===== config.mk =====
export PLATFORM = sky130hd
export DESIGN_NAME = address_breakpoint_unit
export DESIGN_NICKNAME = d
export VERILOG_FILES = /design/src/brk_pkg.sv /design/src/address_breakpoint_unit.sv
export SDC_FILE = /design/constraint.sdc
export NUM_CORES = 1
export LEC_CHECK = 0
export ABC_AREA = 0
export BUFFER_PORTS_ARGS = -buffer_cell sky130_fd_sc_hd__clkbuf_2
export CAP_MARGIN = 20
export CORE_MARGIN = 2
export CORE_UTILIZATION = 52
export DETAILED_ROUTE_END_ITERATION = 7
export GPL_TIMING_DRIVEN = 0
export PLACE_DENSITY = 0.84
export SYNTH_ARGS = -nofsm -noshare
export SYNTH_HDL_FRONTEND = slang
export SYNTH_SLANG_ARGS = --single-unit

===== constraint.sdc =====
create_clock -name clock -period 4.9 [get_ports clock]
set_input_delay 0.98 -clock clock [delete_from_list [all_inputs] [get_ports clock]]
set_output_delay 0.98 -clock clock [all_outputs]
set_load 0.01 [all_outputs]

===== src/brk_pkg.sv =====
/*
 * constants, register map, state and carrier types of the address breakpoint unit.
 * assumes an axi4-lite master with 32-bit data and a cpu core on the same clock.
 */
// How it works
// - enabled pc match on the address bus raises a break request.
// - break vector is fffc normally, fefc in monitor mode.
// - software writing one to the active flag forces a break.
// - match on an instruction's last cycle starts the break at once.
// - return from interrupt inside the break ends the break state.
// - outside flags clear during break only while clear-enable is set.
// - timers are halted while the break is active.
// - watchdog is held off in break while test voltage is present.
// - the unit keeps matching and forcing breaks in wait mode.
// - a break leaving stop mode sets the stop/wait exit flag.
// - exit flag resets to zero and clears when written with zero.
// - enable bit 7 gates the 16-bit compare, resets and writes to zero.
// - active flag sets on match, clears on reset or written zero.
// - a break leaving wait mode also sets the exit flag.
// - high and low address registers hold the break address, reset zero.
`default_nettype none
package brk_pkg;
    // ==========================================================
    // register indexes; byte address is four times the index
    localparam int AXI_AW = 18;
    localparam logic [15:0] IDX_WAIT_STATUS = 16'hfe00;
    localparam logic [15:0] IDX_FLAG_CLEAR = 16'hfe03;
    localparam logic [15:0] IDX_ADDR_HIGH = 16'hfe0c;
    localparam logic [15:0] IDX_ADDR_LOW = 16'hfe0d;
    localparam logic [15:0] IDX_CTRL_STATUS = 16'hfe0e;
    localparam logic [15:0] IDX_IRQ_STATUS = 16'hfe10;
    localparam logic [15:0] IDX_IRQ_MASK = 16'hfe11;
    // ==========================================================
    // field positions
    localparam int BIT_MATCH_ENABLE = 7;
    localparam int BIT_ACTIVE = 6;
    localparam int BIT_EXIT_FLAG = 1;
    localparam int BIT_CLEAR_ENABLE = 7;
    localparam int EV_MATCH = 0;
    localparam int EV_FORCE = 1;
    localparam int EV_WAKE = 2;
    localparam int EV_W = 3;
    // ==========================================================
    // reset values and fixed codes
    localparam logic [7:0] BYTE_ZERO = 8'h00;
    localparam logic [EV_W-1:0] EV_ZERO = 3'h0;
    localparam logic [15:0] VEC_NORMAL = 16'hfffc;
    localparam logic [15:0] VEC_MONITOR = 16'hfefc;
    localparam logic [1:0] RESP_OKAY = 2'h0;
    localparam logic [1:0] RESP_SLVERR = 2'h2;
    localparam logic [23:0] PAD_ZERO = 24'h00_0000;
    // ==========================================================
    // break sequencer, gray along idle, pending, break
    typedef enum logic [1:0] {
        ST_IDLE = 2'h0,
        ST_PEND = 2'h1,
        ST_BREAK = 2'h3
    } brk_state_type;
    // ==========================================================
    // cpu side carriers
    typedef struct packed {
        logic [15:0] addr;
        logic pc_fetch;
        logic last_cycle;
        logic instr_done;
        logic return_from_interrupt;
        logic wait_mode;
        logic stop_mode;
        logic monitor_mode;
    } cpu_bus_type;
    typedef struct packed {
        logic break_request;
        logic [15:0] break_vector;
        logic timer_halt;
        logic watchdog_disable;
        logic clear_permit;
        logic wake_request;
    } brk_out_type;
endpackage
`default_nettype wire


===== src/address_breakpoint_unit.sv =====
/*
 * address breakpoint unit: pc compare, forced break, break state, wake flag,
 * timer halt, watchdog hold, axi4-lite register slave and masked interrupt.
 * assumes cpu_in comes from logic on the same clock; the test voltage sense
 * comes from a pin and is synchronised here.
 */
`timescale 1ns/1ns
`default_nettype none
module address_breakpoint_unit (
    // clock, reset, enable
    input wire logic clock,
    input wire logic rst_n,
    input wire logic clk_en,
    // axi4-lite write address and data
    input wire logic awvalid,
    output logic awready,
    input wire logic [brk_pkg::AXI_AW-1:0] awaddr,
    input wire logic wvalid,
    output logic wready,
    input wire logic [31:0] wdata,
    input wire logic [3:0] wstrb,
    // axi4-lite write response
    output logic bvalid,
    input wire logic bready,
    output logic [1:0] bresp,
    // axi4-lite read
    input wire logic arvalid,
    output logic arready,
    input wire logic [brk_pkg::AXI_AW-1:0] araddr,
    output logic rvalid,
    input wire logic rready,
    output logic [31:0] rdata,
    output logic [1:0] rresp,
    // cpu core
    input wire brk_pkg::cpu_bus_type cpu_in,
    output brk_pkg::brk_out_type brk_out,
    // reset pin test voltage sense
    input wire logic test_high_voltage,
    // interrupt
    output logic irq
);
    // ==========================================================
    // helpers
    function automatic logic reg_hit(input logic [brk_pkg::AXI_AW-1:0] a, input logic [15:0] idx);
        reg_hit = (a[brk_pkg::AXI_AW-1:2] == idx);
    endfunction

    function automatic logic any_hit(input logic [brk_pkg::AXI_AW-1:0] a);
        any_hit = reg_hit(a, brk_pkg::IDX_WAIT_STATUS) | reg_hit(a, brk_pkg::IDX_FLAG_CLEAR)
            | reg_hit(a, brk_pkg::IDX_ADDR_HIGH) | reg_hit(a, brk_pkg::IDX_ADDR_LOW)
            | reg_hit(a, brk_pkg::IDX_CTRL_STATUS) | reg_hit(a, brk_pkg::IDX_IRQ_STATUS)
            | reg_hit(a, brk_pkg::IDX_IRQ_MASK);
    endfunction

    // ==========================================================
    // state
    logic awready_ff, aw_held_ff, wready_ff, w_held_ff;
    logic [brk_pkg::AXI_AW-1:0] aw_addr_ff;
    logic [7:0] w_byte_ff;
    logic w_lane_ff;
    logic bvalid_ff, arready_ff, rvalid_ff;
    logic [1:0] bresp_ff, rresp_ff;
    logic [31:0] rdata_ff;
    logic match_enable_ff, active_flag_ff, exit_flag_ff, clear_enable_ff;
    logic [7:0] addr_high_ff, addr_low_ff;
    logic [brk_pkg::EV_W-1:0] ev_status_ff, ev_mask_ff;
    logic irq_ff;
    logic tst_meta_ff, tst_sync_ff;
    brk_pkg::brk_state_type state_ff, nxt_state;
    brk_pkg::brk_out_type out_ff, nxt_out;

    // ==========================================================
    // bus decode
    wire aw_take = awvalid & awready_ff;
    wire w_take = wvalid & wready_ff;
    wire ar_take = arvalid & arready_ff;
    wire wr_fire = aw_held_ff & w_held_ff & ~bvalid_ff;
    wire nxt_aw_held = aw_take | (aw_held_ff & ~wr_fire);
    wire nxt_w_held = w_take | (w_held_ff & ~wr_fire);
    wire wr_mapped = any_hit(aw_addr_ff);
    wire wr_go = wr_fire & w_lane_ff;
    wire wr_scr = wr_go & reg_hit(aw_addr_ff, brk_pkg::IDX_CTRL_STATUS);
    wire wr_wst = wr_go & reg_hit(aw_addr_ff, brk_pkg::IDX_WAIT_STATUS);
    wire wr_fcr = wr_go & reg_hit(aw_addr_ff, brk_pkg::IDX_FLAG_CLEAR);
    wire wr_hi = wr_go & reg_hit(aw_addr_ff, brk_pkg::IDX_ADDR_HIGH);
    wire wr_lo = wr_go & reg_hit(aw_addr_ff, brk_pkg::IDX_ADDR_LOW);
    wire wr_ist = wr_go & reg_hit(aw_addr_ff, brk_pkg::IDX_IRQ_STATUS);
    wire wr_msk = wr_go & reg_hit(aw_addr_ff, brk_pkg::IDX_IRQ_MASK);
    wire nxt_bvalid = wr_fire | (bvalid_ff & ~bready);
    wire nxt_rvalid = ar_take | (rvalid_ff & ~rready);

    // ==========================================================
    // read mux; unimplemented and reserved bits read zero
    wire [7:0] rd_scr = {match_enable_ff, active_flag_ff, 6'h00};
    wire [7:0] rd_wst = {6'h00, exit_flag_ff, 1'h0};
    wire [7:0] rd_fcr = {clear_enable_ff, 7'h00};
    wire [7:0] rd_byte =
        reg_hit(araddr, brk_pkg::IDX_CTRL_STATUS) ? rd_scr :
        reg_hit(araddr, brk_pkg::IDX_WAIT_STATUS) ? rd_wst :
        reg_hit(araddr, brk_pkg::IDX_FLAG_CLEAR) ? rd_fcr :
        reg_hit(araddr, brk_pkg::IDX_ADDR_HIGH) ? addr_high_ff :
        reg_hit(araddr, brk_pkg::IDX_ADDR_LOW) ? addr_low_ff :
        reg_hit(araddr, brk_pkg::IDX_IRQ_STATUS) ? {5'h00, ev_status_ff} :
        reg_hit(araddr, brk_pkg::IDX_IRQ_MASK) ? {5'h00, ev_mask_ff} : brk_pkg::BYTE_ZERO;
    wire [1:0] rd_resp = any_hit(araddr) ? brk_pkg::RESP_OKAY : brk_pkg::RESP_SLVERR;

    // ==========================================================
    // break events
    wire [15:0] break_addr = {addr_high_ff, addr_low_ff};
    // no wait-mode gating: the compare and forced break stay live in wait
    wire pc_match = match_enable_ff & cpu_in.pc_fetch & (cpu_in.addr == break_addr);
    wire force_break = wr_scr & w_byte_ff[brk_pkg::BIT_ACTIVE];
    wire in_break = (state_ff == brk_pkg::ST_BREAK);
    wire break_begin = ~in_break & (nxt_state == brk_pkg::ST_BREAK);
    wire leave_low_power = break_begin & (cpu_in.wait_mode | cpu_in.stop_mode);

    // sequencer: a match waits for the running instruction unless it is its last cycle
    always_comb begin
        nxt_state = state_ff;
        case (state_ff)
            brk_pkg::ST_IDLE: begin
                if (force_break | (pc_match & cpu_in.last_cycle)) begin
                    nxt_state = brk_pkg::ST_BREAK;
                end else if (pc_match) begin
                    nxt_state = brk_pkg::ST_PEND;
                end
            end
            brk_pkg::ST_PEND: begin
                if (cpu_in.instr_done | force_break) begin
                    nxt_state = brk_pkg::ST_BREAK;
                end
            end
            brk_pkg::ST_BREAK: begin
                if (cpu_in.return_from_interrupt) begin
                    nxt_state = brk_pkg::ST_IDLE;
                end
            end
            default: begin
                nxt_state = brk_pkg::ST_IDLE;
            end
        endcase
    end

    // ==========================================================
    // register next values; hardware set wins over a software clear
    wire nxt_active = pc_match | (wr_scr ? w_byte_ff[brk_pkg::BIT_ACTIVE] : active_flag_ff);
    wire exit_clear = wr_wst & ~w_byte_ff[brk_pkg::BIT_EXIT_FLAG];
    wire nxt_exit = leave_low_power | (exit_flag_ff & ~exit_clear);
    wire nxt_clear_enable = wr_fcr ? w_byte_ff[brk_pkg::BIT_CLEAR_ENABLE] : clear_enable_ff;
    wire [brk_pkg::EV_W-1:0] ev_set = {leave_low_power, force_break, pc_match};
    wire [brk_pkg::EV_W-1:0] ev_clr = wr_ist ? w_byte_ff[brk_pkg::EV_W-1:0] : brk_pkg::EV_ZERO;
    wire [brk_pkg::EV_W-1:0] nxt_status = ev_set | (ev_status_ff & ~ev_clr);
    wire [brk_pkg::EV_W-1:0] nxt_mask = wr_msk ? w_byte_ff[brk_pkg::EV_W-1:0] : ev_mask_ff;
    wire nxt_in_break = (nxt_state == brk_pkg::ST_BREAK);

    always_comb begin
        nxt_out = out_ff;
        nxt_out.break_request = break_begin;
        if (break_begin) begin
            nxt_out.break_vector = cpu_in.monitor_mode ? brk_pkg::VEC_MONITOR : brk_pkg::VEC_NORMAL;
        end
        nxt_out.timer_halt = nxt_in_break;
        nxt_out.watchdog_disable = nxt_in_break & tst_sync_ff;
        nxt_out.clear_permit = ~nxt_in_break | nxt_clear_enable;
        nxt_out.wake_request = leave_low_power;
    end

    // ==========================================================
    // axi4-lite slave: address and data taken in either order
    always_ff @(posedge clock) begin
        if (!rst_n) begin
            awready_ff <= 1'h1;
            wready_ff <= 1'h1;
            aw_held_ff <= 1'h0;
            w_held_ff <= 1'h0;
            aw_addr_ff <= 18'h0_0000;
            w_byte_ff <= brk_pkg::BYTE_ZERO;
            w_lane_ff <= 1'h0;
            bvalid_ff <= 1'h0;
            bresp_ff <= brk_pkg::RESP_OKAY;
        end else if (clk_en) begin
            aw_held_ff <= nxt_aw_held;
            w_held_ff <= nxt_w_held;
            awready_ff <= ~nxt_aw_held;
            wready_ff <= ~nxt_w_held;
            if (aw_take) begin
                aw_addr_ff <= awaddr;
            end
            if (w_take) begin
                w_byte_ff <= wdata[7:0];
                w_lane_ff <= wstrb[0];
            end
            bvalid_ff <= nxt_bvalid;
            if (wr_fire) begin
                bresp_ff <= wr_mapped ? brk_pkg::RESP_OKAY : brk_pkg::RESP_SLVERR;
            end
        end
    end

    always_ff @(posedge clock) begin
        if (!rst_n) begin
            arready_ff <= 1'h1;
            rvalid_ff <= 1'h0;
            rdata_ff <= 32'h0000_0000;
            rresp_ff <= brk_pkg::RESP_OKAY;
        end else if (clk_en) begin
            rvalid_ff <= nxt_rvalid;
            arready_ff <= ~nxt_rvalid;
            if (ar_take) begin
                rdata_ff <= {brk_pkg::PAD_ZERO, rd_byte};
                rresp_ff <= rd_resp;
            end
        end
    end

    // ==========================================================
    // break registers; reserved bits have no storage so writes vanish
    always_ff @(posedge clock) begin
        if (!rst_n) begin
            match_enable_ff <= 1'h0;
            active_flag_ff <= 1'h0;
            exit_flag_ff <= 1'h0;
            clear_enable_ff <= 1'h0;
            addr_high_ff <= brk_pkg::BYTE_ZERO;
            addr_low_ff <= brk_pkg::BYTE_ZERO;
        end else if (clk_en) begin
            if (wr_scr) begin
                match_enable_ff <= w_byte_ff[brk_pkg::BIT_MATCH_ENABLE];
            end
            active_flag_ff <= nxt_active;
            exit_flag_ff <= nxt_exit;
            clear_enable_ff <= nxt_clear_enable;
            if (wr_hi) begin
                addr_high_ff <= w_byte_ff;
            end
            if (wr_lo) begin
                addr_low_ff <= w_byte_ff;
            end
        end
    end

    // interrupt status, mask and level output
    always_ff @(posedge clock) begin
        if (!rst_n) begin
            ev_status_ff <= brk_pkg::EV_ZERO;
            ev_mask_ff <= brk_pkg::EV_ZERO;
            irq_ff <= 1'h0;
        end else if (clk_en) begin
            ev_status_ff <= nxt_status;
            ev_mask_ff <= nxt_mask;
            irq_ff <= |(nxt_status & nxt_mask);
        end
    end

    // test voltage comes from a pin; two flops before use
    always_ff @(posedge clock) begin
        if (!rst_n) begin
            tst_meta_ff <= 1'h0;
            tst_sync_ff <= 1'h0;
        end else if (clk_en) begin
            tst_meta_ff <= test_high_voltage;
            tst_sync_ff <= tst_meta_ff;
        end
    end

    always_ff @(posedge clock) begin
        if (!rst_n) begin
            state_ff <= brk_pkg::ST_IDLE;
            out_ff <= '{break_request: 1'h0, break_vector: brk_pkg::VEC_NORMAL, timer_halt: 1'h0,
                watchdog_disable: 1'h0, clear_permit: 1'h1, wake_request: 1'h0};
        end else if (clk_en) begin
            state_ff <= nxt_state;
            out_ff <= nxt_out;
        end
    end

    // ==========================================================
    // outputs
    assign awready = awready_ff;
    assign wready = wready_ff;
    assign bvalid = bvalid_ff;
    assign bresp = bresp_ff;
    assign arready = arready_ff;
    assign rvalid = rvalid_ff;
    assign rdata = rdata_ff;
    assign rresp = rresp_ff;
    assign brk_out = out_ff;
    assign irq = irq_ff;
endmodule // address_breakpoint_unit
`default_nettype wire


* Yosys cells after proc, flatten, opt, wreduce, memory -nomap -nowiden
Index checks and enable logic that the tools add are counted.
Storage, ports and cells: word-level logic and storage cells 141, output and inout bits 63, register bits after elaboration 98, input bits 104
Operators by class: equal/unequal tests 18, bitwise logic cells 63, muxes and demuxes 19, reduce and logical (&&, ||, !) cells 10
Operator list (number):
- 16-bit == test, second input constant | 14
- 8-bit 2-to-1 mux | 5
- 1-bit bitwise AND | 26
- 1-bit OR | 22
- 16-bit == test | 1
- 2-bit AND reduction | 8
- 2-bit 2-to-1 mux | 6
- 3-bit 2-to-1 mux | 4
- 1-bit inverter | 11
- 9-bit 2-to-1 mux | 1
- 3-bit bitwise AND | 2
- 2-bit one-hot mux with 3 select lines | 1
- 2-bit == test, second input constant | 2
- 3-bit inverter | 1
- 3-bit OR | 1
- 3-bit OR reduction | 1
- 2-bit by 1-bit == test with 1-bit output, second input constant | 1
- 2-bit zero test | 1
- 1-bit 2-to-1 mux | 2

* Logic depth before layout (Yosys ltp)
Gate-level depths: netlist of run 1.
word-level depth 14, gate-level depth with buffers 7, depth with buffers taken out 6

* Worst setup path after synthesis of run 1
Ideal clock, no wire load.
kind in2reg, start point input araddr[7] (netlist bit), end point register rdata_ff[4] (netlist: rdata[4]), cell stages on the path 6, path buffers 0, required time 4835 ps, data arrival time 2517 ps, path slack 2318 ps, library setup time 65 ps, cells stage by stage or3b_2 -> nor4_1 -> nand3_1 -> nor3b_1 -> a22oi_1 -> nor2_1
On the way: longest elaborated chain between the ends 6, elaborated cells between the ends (all ways) 10, classes of those cells 5 x eq/ne; 5 x mux
RTL lines:
- start, declared | line address_breakpoint_unit.sv:29 | input wire logic [brk_pkg::AXI_AW-1:0] araddr,
- 16-bit == test | line address_breakpoint_unit.sv:45 | reg_hit = (a[brk_pkg::AXI_AW-1:2] == idx);
- 8-bit 2-to-1 mux | line address_breakpoint_unit.sv:102 | reg_hit(araddr, brk_pkg::IDX_ADDR_LOW) ? addr_low_ff :
- 8-bit 2-to-1 mux | line address_breakpoint_unit.sv:101 | reg_hit(araddr, brk_pkg::IDX_ADDR_HIGH) ? addr_high_ff :
- 8-bit 2-to-1 mux | line address_breakpoint_unit.sv:100 | reg_hit(araddr, brk_pkg::IDX_FLAG_CLEAR) ? rd_fcr :
- 8-bit 2-to-1 mux | line address_breakpoint_unit.sv:99 | reg_hit(araddr, brk_pkg::IDX_WAIT_STATUS) ? rd_wst :
- 8-bit 2-to-1 mux (*) | line address_breakpoint_unit.sv:98 | reg_hit(araddr, brk_pkg::IDX_CTRL_STATUS) ? rd_scr :
- end signal, assigned | line address_breakpoint_unit.sv:210 | rdata_ff <= {brk_pkg::PAD_ZERO, rd_byte};
- end, declared | line address_breakpoint_unit.sv:63 | logic [31:0] rdata_ff;
Every way passes the cells marked *; elsewhere a longest branch is shown, timed or not. A chain may end at the register's enable or synchronous reset.

* Worst setup path in the final report of run 1
start point input araddr[7] (netlist bit), end point register rdata_ff[5] (netlist: rdata[5])
Same word-level chain as after synthesis.

==> results of run 1 <==
## where the power goes
part | switching (mW) | internal, mW | total, mW
Sequential | 0.0156 | 0.658 | 0.673
Combinational | 0.0889 | 0.0730 | 0.162
Clock | 0.239 | 0.210 | 0.448
## area by class of cell
class,instances,area share
clock inverters,5,0.00668
flip-flops and latches,79,0.325
plain buffers,63,0.0832
repair buffers,92,0.0946
well taps,99,0.0254
multi-input cells,362,0.427
clock buffers,11,0.0311
inverters,9,0.00694
## per-layer routing
layer	vias to the layer above	wire length, µm	track usage
met4	0	164	0.0732
met3	16	649	0.0656
met2	134	4960	0.421
met5	-	0	0
li1	1848	-	-
met1	1683	4290	0.302
## worst paths after layout
path | endpoint | from | slack [ns] | cells past startpoint
max | rdata[5]$_SDFFE_PN0P_ | araddr[7] | 2.30 | 7
min | aw_addr_ff[10]$_SDFFE_PN0P_ | aw_addr_ff[10]$_SDFFE_PN0P_ | 0.46 | 2
max reg2reg | match_enable_ff$_SDFFE_PN0P_ | aw_addr_ff[7]$_SDFFE_PN0P_ | 2.57 | 6
min reg2reg | aw_addr_ff[10]$_SDFFE_PN0P_ | aw_addr_ff[10]$_SDFFE_PN0P_ | 0.46 | 2
## Yosys cell counts (5+ instances only)
master	instances
dfxtp_1	79
nand2_1	75
a21oi_1	47
nor2_1	44
buf_4	42
mux2i_1	31
clkbuf_1	13
nand3_1	13
o21ai_0	13
xor2_1	12
a22oi_1	8
inv_1	8
nor4_1	8
buf_1	6
mux2_2	6
nand4_1	5
nand4b_1	5
nor3_1	5
xnor2_1	5
## registers in the layout, indices dropped and copies added (netlist names), 2 cells and up
name	cells
aw_addr_ff	16
addr_high_ff	8
addr_low_ff	8
rdata	8
w_byte_ff	8
brk_out	6
ev_mask_ff	3
ev_status_ff	3
state_ff	2
## per-stage QoR
stage          hold WS [ns]  utilization  std cells  power [mW]  worst slack [ns]
2_1_floorplan         0.431            -        513       0.788              2.32
3_3_place_gp          0.442        0.643        704       0.842              1.99
3_5_place_dp          0.448        0.643        704       0.847              1.95
4_1_cts               0.459        0.668        720        1.29              2.31
5_1_grt               0.485        0.668        720        1.33              2.03
6_report              0.461        0.668        720        1.28              2.30
## cells by family (layout without fill, tap and decap cells)
kind of cell,Yosys count,count (layout)
compound gates,90,90
xor+xnor,17,17
other cells,2,41
flops,79,79
buf+inv,72,180
mux,37,37
simple gates,177,177
## worst reg2reg max path: stages, from the launching register on
cell and delay, ns:
dfxtp_1 0.32, or4b_4 0.58, or4_4 0.60, nor4_1 0.28, nand4_1 0.22, mux2i_1 0.19, nor2_1 0.05
==> out/metrics.cfg, run 1 <==
[sta]
tightest_slew_ns = 0.608
max_freq_mhz = 385
rsz0062_at_grt = false
finalCritPeriodShare = 0.531
finalSetupViolations = 0
final_hold_viol_count = 0
slew_headroom = 0.595
finalSetupTns_ns = 0
slew_viol_final = 0
clock_skew_ns = 0.00716
period_needed_ns = 2.60

[setup_path]
worstPathCellList = clkbuf_2 > or3b_2 > nor4_1 > nand3_1 > nor3b_1 > a22oi_1 > nor2_1
critical_path_class = in2reg
crit_fanout = 5
cp-start-kind = input pin
critPathMaxStageDelay_ns = 0.47
worstPathArrival_ns = 2.89
worstSetupEndpointType = flop
crit_family = simple AND/OR/NAND/NOR gates
cp_num_buf_inv = 1
cpMaxStageDelayCell = or3b_2
critPathRequiredTime_ns = 5.19

[logic_synthesis]
synth_warnings = 0
synthMuxAreaShare = 0.0955
async_flop_share = 0
synth.distinct_cells = 53
synth_area_mm2 = 0.00396
synth_edf_count = 0
synth_compound_area_frac = 0.138
syn_area_per_cell_um2 = 8.34
yosys.area_share.simple = 0.216
synth_flop_cell = dfxtp_1
synth.top_cell.area_share = 0.400
synth-seq-cells = 79
synth_xor_area_frac = 0.0376
yosysSeqAreaShare = 0.400
synthAdderAreaFrac = 0
synth.area.top_cells = dfxtp_1 (40%), buf_4 (8.0%), mux2i_1 (7.8%)
yosysTopAreaCell = dfxtp_1
netlist_instances = 474
synth_top_family_by_area = simple AND/OR/NAND/NOR gates

[clock_tree]
clock-root-buffer = clkbuf_8
cts-htree-levels = 3
cts_tree = yes
cts_buffers = 9
cts_sinks = 79
holdBufCountCts = 0
clk-insertion-delay-late_ns = 0.36
cts-resized-gates = 0
ctsLongestPathBuffers = 2
clk_pin_slew_worst_paths_ns = 0.08
cts_setup_buffers = 0

[grt]
grt_overflow_total = 0
grt_pass1_vias = 3524
grt_max_degree = 14
antenna_found_initial = 0
gr-usage-all-layers = 0.245
grt_pass1_wl_mm = 16.5

[route]
route.antenna.remaining_nets = 0
dr_total_vias = 3681
viasPerCell = 5.11
dr.pass1.iters = 4
routed_wl_mm = 10.1
routedWlPerCell_um = 14.0
drt-initial-drc-count = 170
drc = 0

[finish]
layout_commonest_cell = clkbuf_2
multi_input_area_mm2 = 0.00208
area_growth_pct = 23.1
drive_gt1_frac = 0.267
nNetsFinal = 720
num-fill-cells = 650
layout_common_cells = clkbuf_2 (92), dfxtp_1 (79), nand2_1 (75), a21oi_1 (47), nor2_1 (44)
final_area_mm2 = 0.00487
antenna_cells = 0
seq_area_mm2 = 0.00158

[min_path]
hp-class = reg2reg

[pwr]
peakVddDrop_mv = 0.250
power.density_mw_per_mm2 = 264
leakagePower_nw = 2.20

[placement]
place_area_mm2 = 0.00469
io_buffers = 92
gp_congestion = 0.893
hpwl_mm = 7.79

[floorplan]
die_area_mm2 = 0.00832
core_mm2 = 0.00729
io_pins = 167
die_h_um = 91.2
num_rows = 31
initial_core_util = 0.542
die_x_um = 91.2

[job]
drv_cap = 0

[status]
status = complete, no violations

No activity file was read; power rests on OpenSTA's default activity.
==> run 2: changes to the inputs <==
Settings changed: ABC_AREA 0 to 1, CORE_UTILIZATION 52 to 44, PLACE_DENSITY 0.84 to 0.75.
Clock period 4.9 ns to 2.21 ns, I/O delays scaled along.
==> out/metrics.cfg, run 2 <==
[status]
status = complete, no violations

[logic_synthesis]
netlist_instances = 599
yosysMostFrequentCell = nand2_1
synthTopCellsByCount = nand2_1 (103), dfxtp_1 (79), inv_1 (79), a21oi_1 (74), o21ai_0 (56)
synth.top_cell.area_share = 0.380
synth_edf_count = 0
syn_area_per_cell_um2 = 6.95
synth_flop_cell = dfxtp_1
yosysTopAreaCell = dfxtp_1
synth.distinct_cells = 39
synth.area.top_cells = dfxtp_1 (38%), nand2_1 (9.3%), a21oi_1 (8.9%)
synth-seq-cells = 79
synth_warnings = 0
async_flop_share = 0
synth_area_mm2 = 0.00416
yosysSeqAreaShare = 0.380

[clock_tree]
cts-resized-gates = 0
cts_buffers = 9
cts-htree-levels = 3
holdBufCountCts = 0
clk-insertion-delay-late_ns = 0.36
cts_sinks = 79
cts_tree = yes
clk_pin_slew_worst_paths_ns = 0.09
clock-root-buffer = clkbuf_8
cts_setup_buffers = 0
ctsLongestPathBuffers = 2

[finish]
layout_common_cells = nand2_1 (103), clkbuf_2 (94), inv_1 (79), dfxtp_1 (79), a21oi_1 (74)
regMostFlops = aw_addr_ff
largest_reg_flops = 16
area_growth_pct = 23.5
nNetsFinal = 847
antenna_cells = 0
finish.utilization = 0.559
drive_gt1_frac = 0.254
layout_commonest_cell = nand2_1
fin_cells = 859

[sta]
period_needed_ns = 1.82
finalSetupViolations = 0
slew_headroom = 0.611
finalSetupTns_ns = 0
rsz0062_at_grt = false
max_freq_mhz = 550
clock_skew_ns = 0.0105
tightest_slew_ns = 0.584
fin_ws_ns = 0.393
finalCritPeriodShare = 0.822
final_hold_viol_count = 0
slew_viol_final = 0

[pwr]
fin_total_pwr_mw = 3.18
leakagePower_nw = 2.44
power.density_mw_per_mm2 = 619
peakVddDrop_mv = 0.344

[setup_path]
rrSetupSlack_ns = 0.39
critPathRequiredTime_ns = 2.50
r2r_end = exit_flag_ff$_SDFFE_PN0P_
critical_path_class = reg2reg
cp-start-kind = flop
worst_r2r_path_depth = 12
worstSetupEndpointType = flop
worstPathArrival_ns = 2.10
crit_fanout = 5
r2r-start = addr_low_ff[2]$_SDFFE_PN0P_

[floorplan]
core_mm2 = 0.00920
io_pins = 167
die_area_mm2 = 0.0103
die_h_um = 101
num_rows = 35
die_x_um = 101
initial_core_util = 0.453

[route]
dr_total_vias = 4178
dr.pass1.iters = 5
route.antenna.remaining_nets = 0
routedWlPerCell_um = 12.9
viasPerCell = 4.86
drt-initial-drc-count = 197
routed_wl_mm = 11.1
drc = 0

[grt]
grt_pass1_vias = 3688
antenna_found_initial = 0
grt_pass1_wl_mm = 17.0
gr-usage-all-layers = 0.213
grt_overflow_total = 0
grt_max_degree = 15

[job]
drv_cap = 0

[placement]
place_ws_ns = 0.301
gp_congestion = 0.873
hpwl_mm = 8.74
place_inst = 843
io_buffers = 94

[min_path]
whs_path_depth = 2
hp-start = cpu_in[0]
hp-class = in2reg
hold-path-endpoint = brk_out[12]$_SDFFE_PN1P_

==> run 2: changes by cell type after synthesis, moves of 7 or more <==
cell,previous run,this run
inv_1,8,79
o21ai_0,13,56
mux2i_1,31,0
nand2_1,75,103
a21oi_1,47,74
xor2_1,12,2
inv_2,1,10
nand3_1,13,22
nand4_1,5,14
a22oi_1,8,1
==> run 2: how the worst max path moves through the flow <==
stage	from	to	cells after the start	slack [ns]
4_1_cts	addr_low_ff[2]$_SDFFE_PN0P_	brk_out[12]$_SDFFE_PN1P_	13	0.42
2_1_floorplan	araddr[9]	rdata[1]$_SDFFE_PN0P_	11	0.70
5_1_grt	aw_addr_ff[5]$_SDFFE_PN0P_	irq$_SDFFE_PN0P_	9	0.18
3_5_place_dp	cpu_in[16]	brk_out[1]$_SDFFE_PN1P_	14	0.30
6_report	addr_low_ff[2]$_SDFFE_PN0P_	exit_flag_ff$_SDFFE_PN0P_	12	0.39
3_3_place_gp	cpu_in[16]	brk_out[1]$_SDFFE_PN1P_	14	0.33
==> run 2: per-layer routing <==
layer / GRT usage / up-vias / share of wire
li1: - / 2169 / -
met1: 0.270 / 1806 / 0.44
met2: 0.349 / 181 / 0.45
met3: 0.0490 / 22 / 0.078
met4: 0.0863 / 0 / 0.025
met5: 0 / - / 0
==> run 2: report_power, final <==
part           internal, mW  switching, mW
registers              1.48         0.0417
logic                 0.179          0.260
clock network         0.638          0.579
==> run 2: critical path: stages (launching register included) <==
cell,delay (ns)
dfxtp_1,0.43
inv_2,0.05
nand2_1,0.05
nand2_1,0.05
nor2_1,0.10
nand2_1,0.07
nor2_1,0.15
nand3_2,0.18
nand2_2,0.14
nand3_2,0.09
nand2_4,0.10
nand4_1,0.15
a21oi_1,0.18
==> run 2: stage by stage <==
| stage | hold slack (ns) | area (µm²) |
|---|---|---|
| 5_1_grt | 0.267 | 5140 |
| 6_report | 0.248 | 5140 |
| 3_3_place_gp | 0.436 | 4920 |
| 2_1_floorplan | 0.424 | 4310 |
| 3_5_place_dp | 0.442 | 4920 |
| 4_1_cts | 0.251 | 5140 |
==> run 2: layout make-up <==
type | instances | area (µm²)
sequential | 79 | 1580
inverter | 89 | 334
fill | 931 | 4060
tap | 111 | 139
clock inverter | 7 | 97.6
multi-input combinational | 409 | 2010
buffer | 61 | 387
timing repair buffer | 94 | 470
clock buffer | 9 | 124
==> run 2: logic make-up (layout without fill, tap and decap cells) <==
group,after synthesis,in the layout,synth area share
XOR/XNOR,2,2,0.00421
flip-flops,79,79,0.380
AND/OR/NAND/NOR,212,212,0.243
AO/OA/AOI/OAI,154,154,0.198
buffers and inverters,150,260,0.173
other,2,41,0.00180
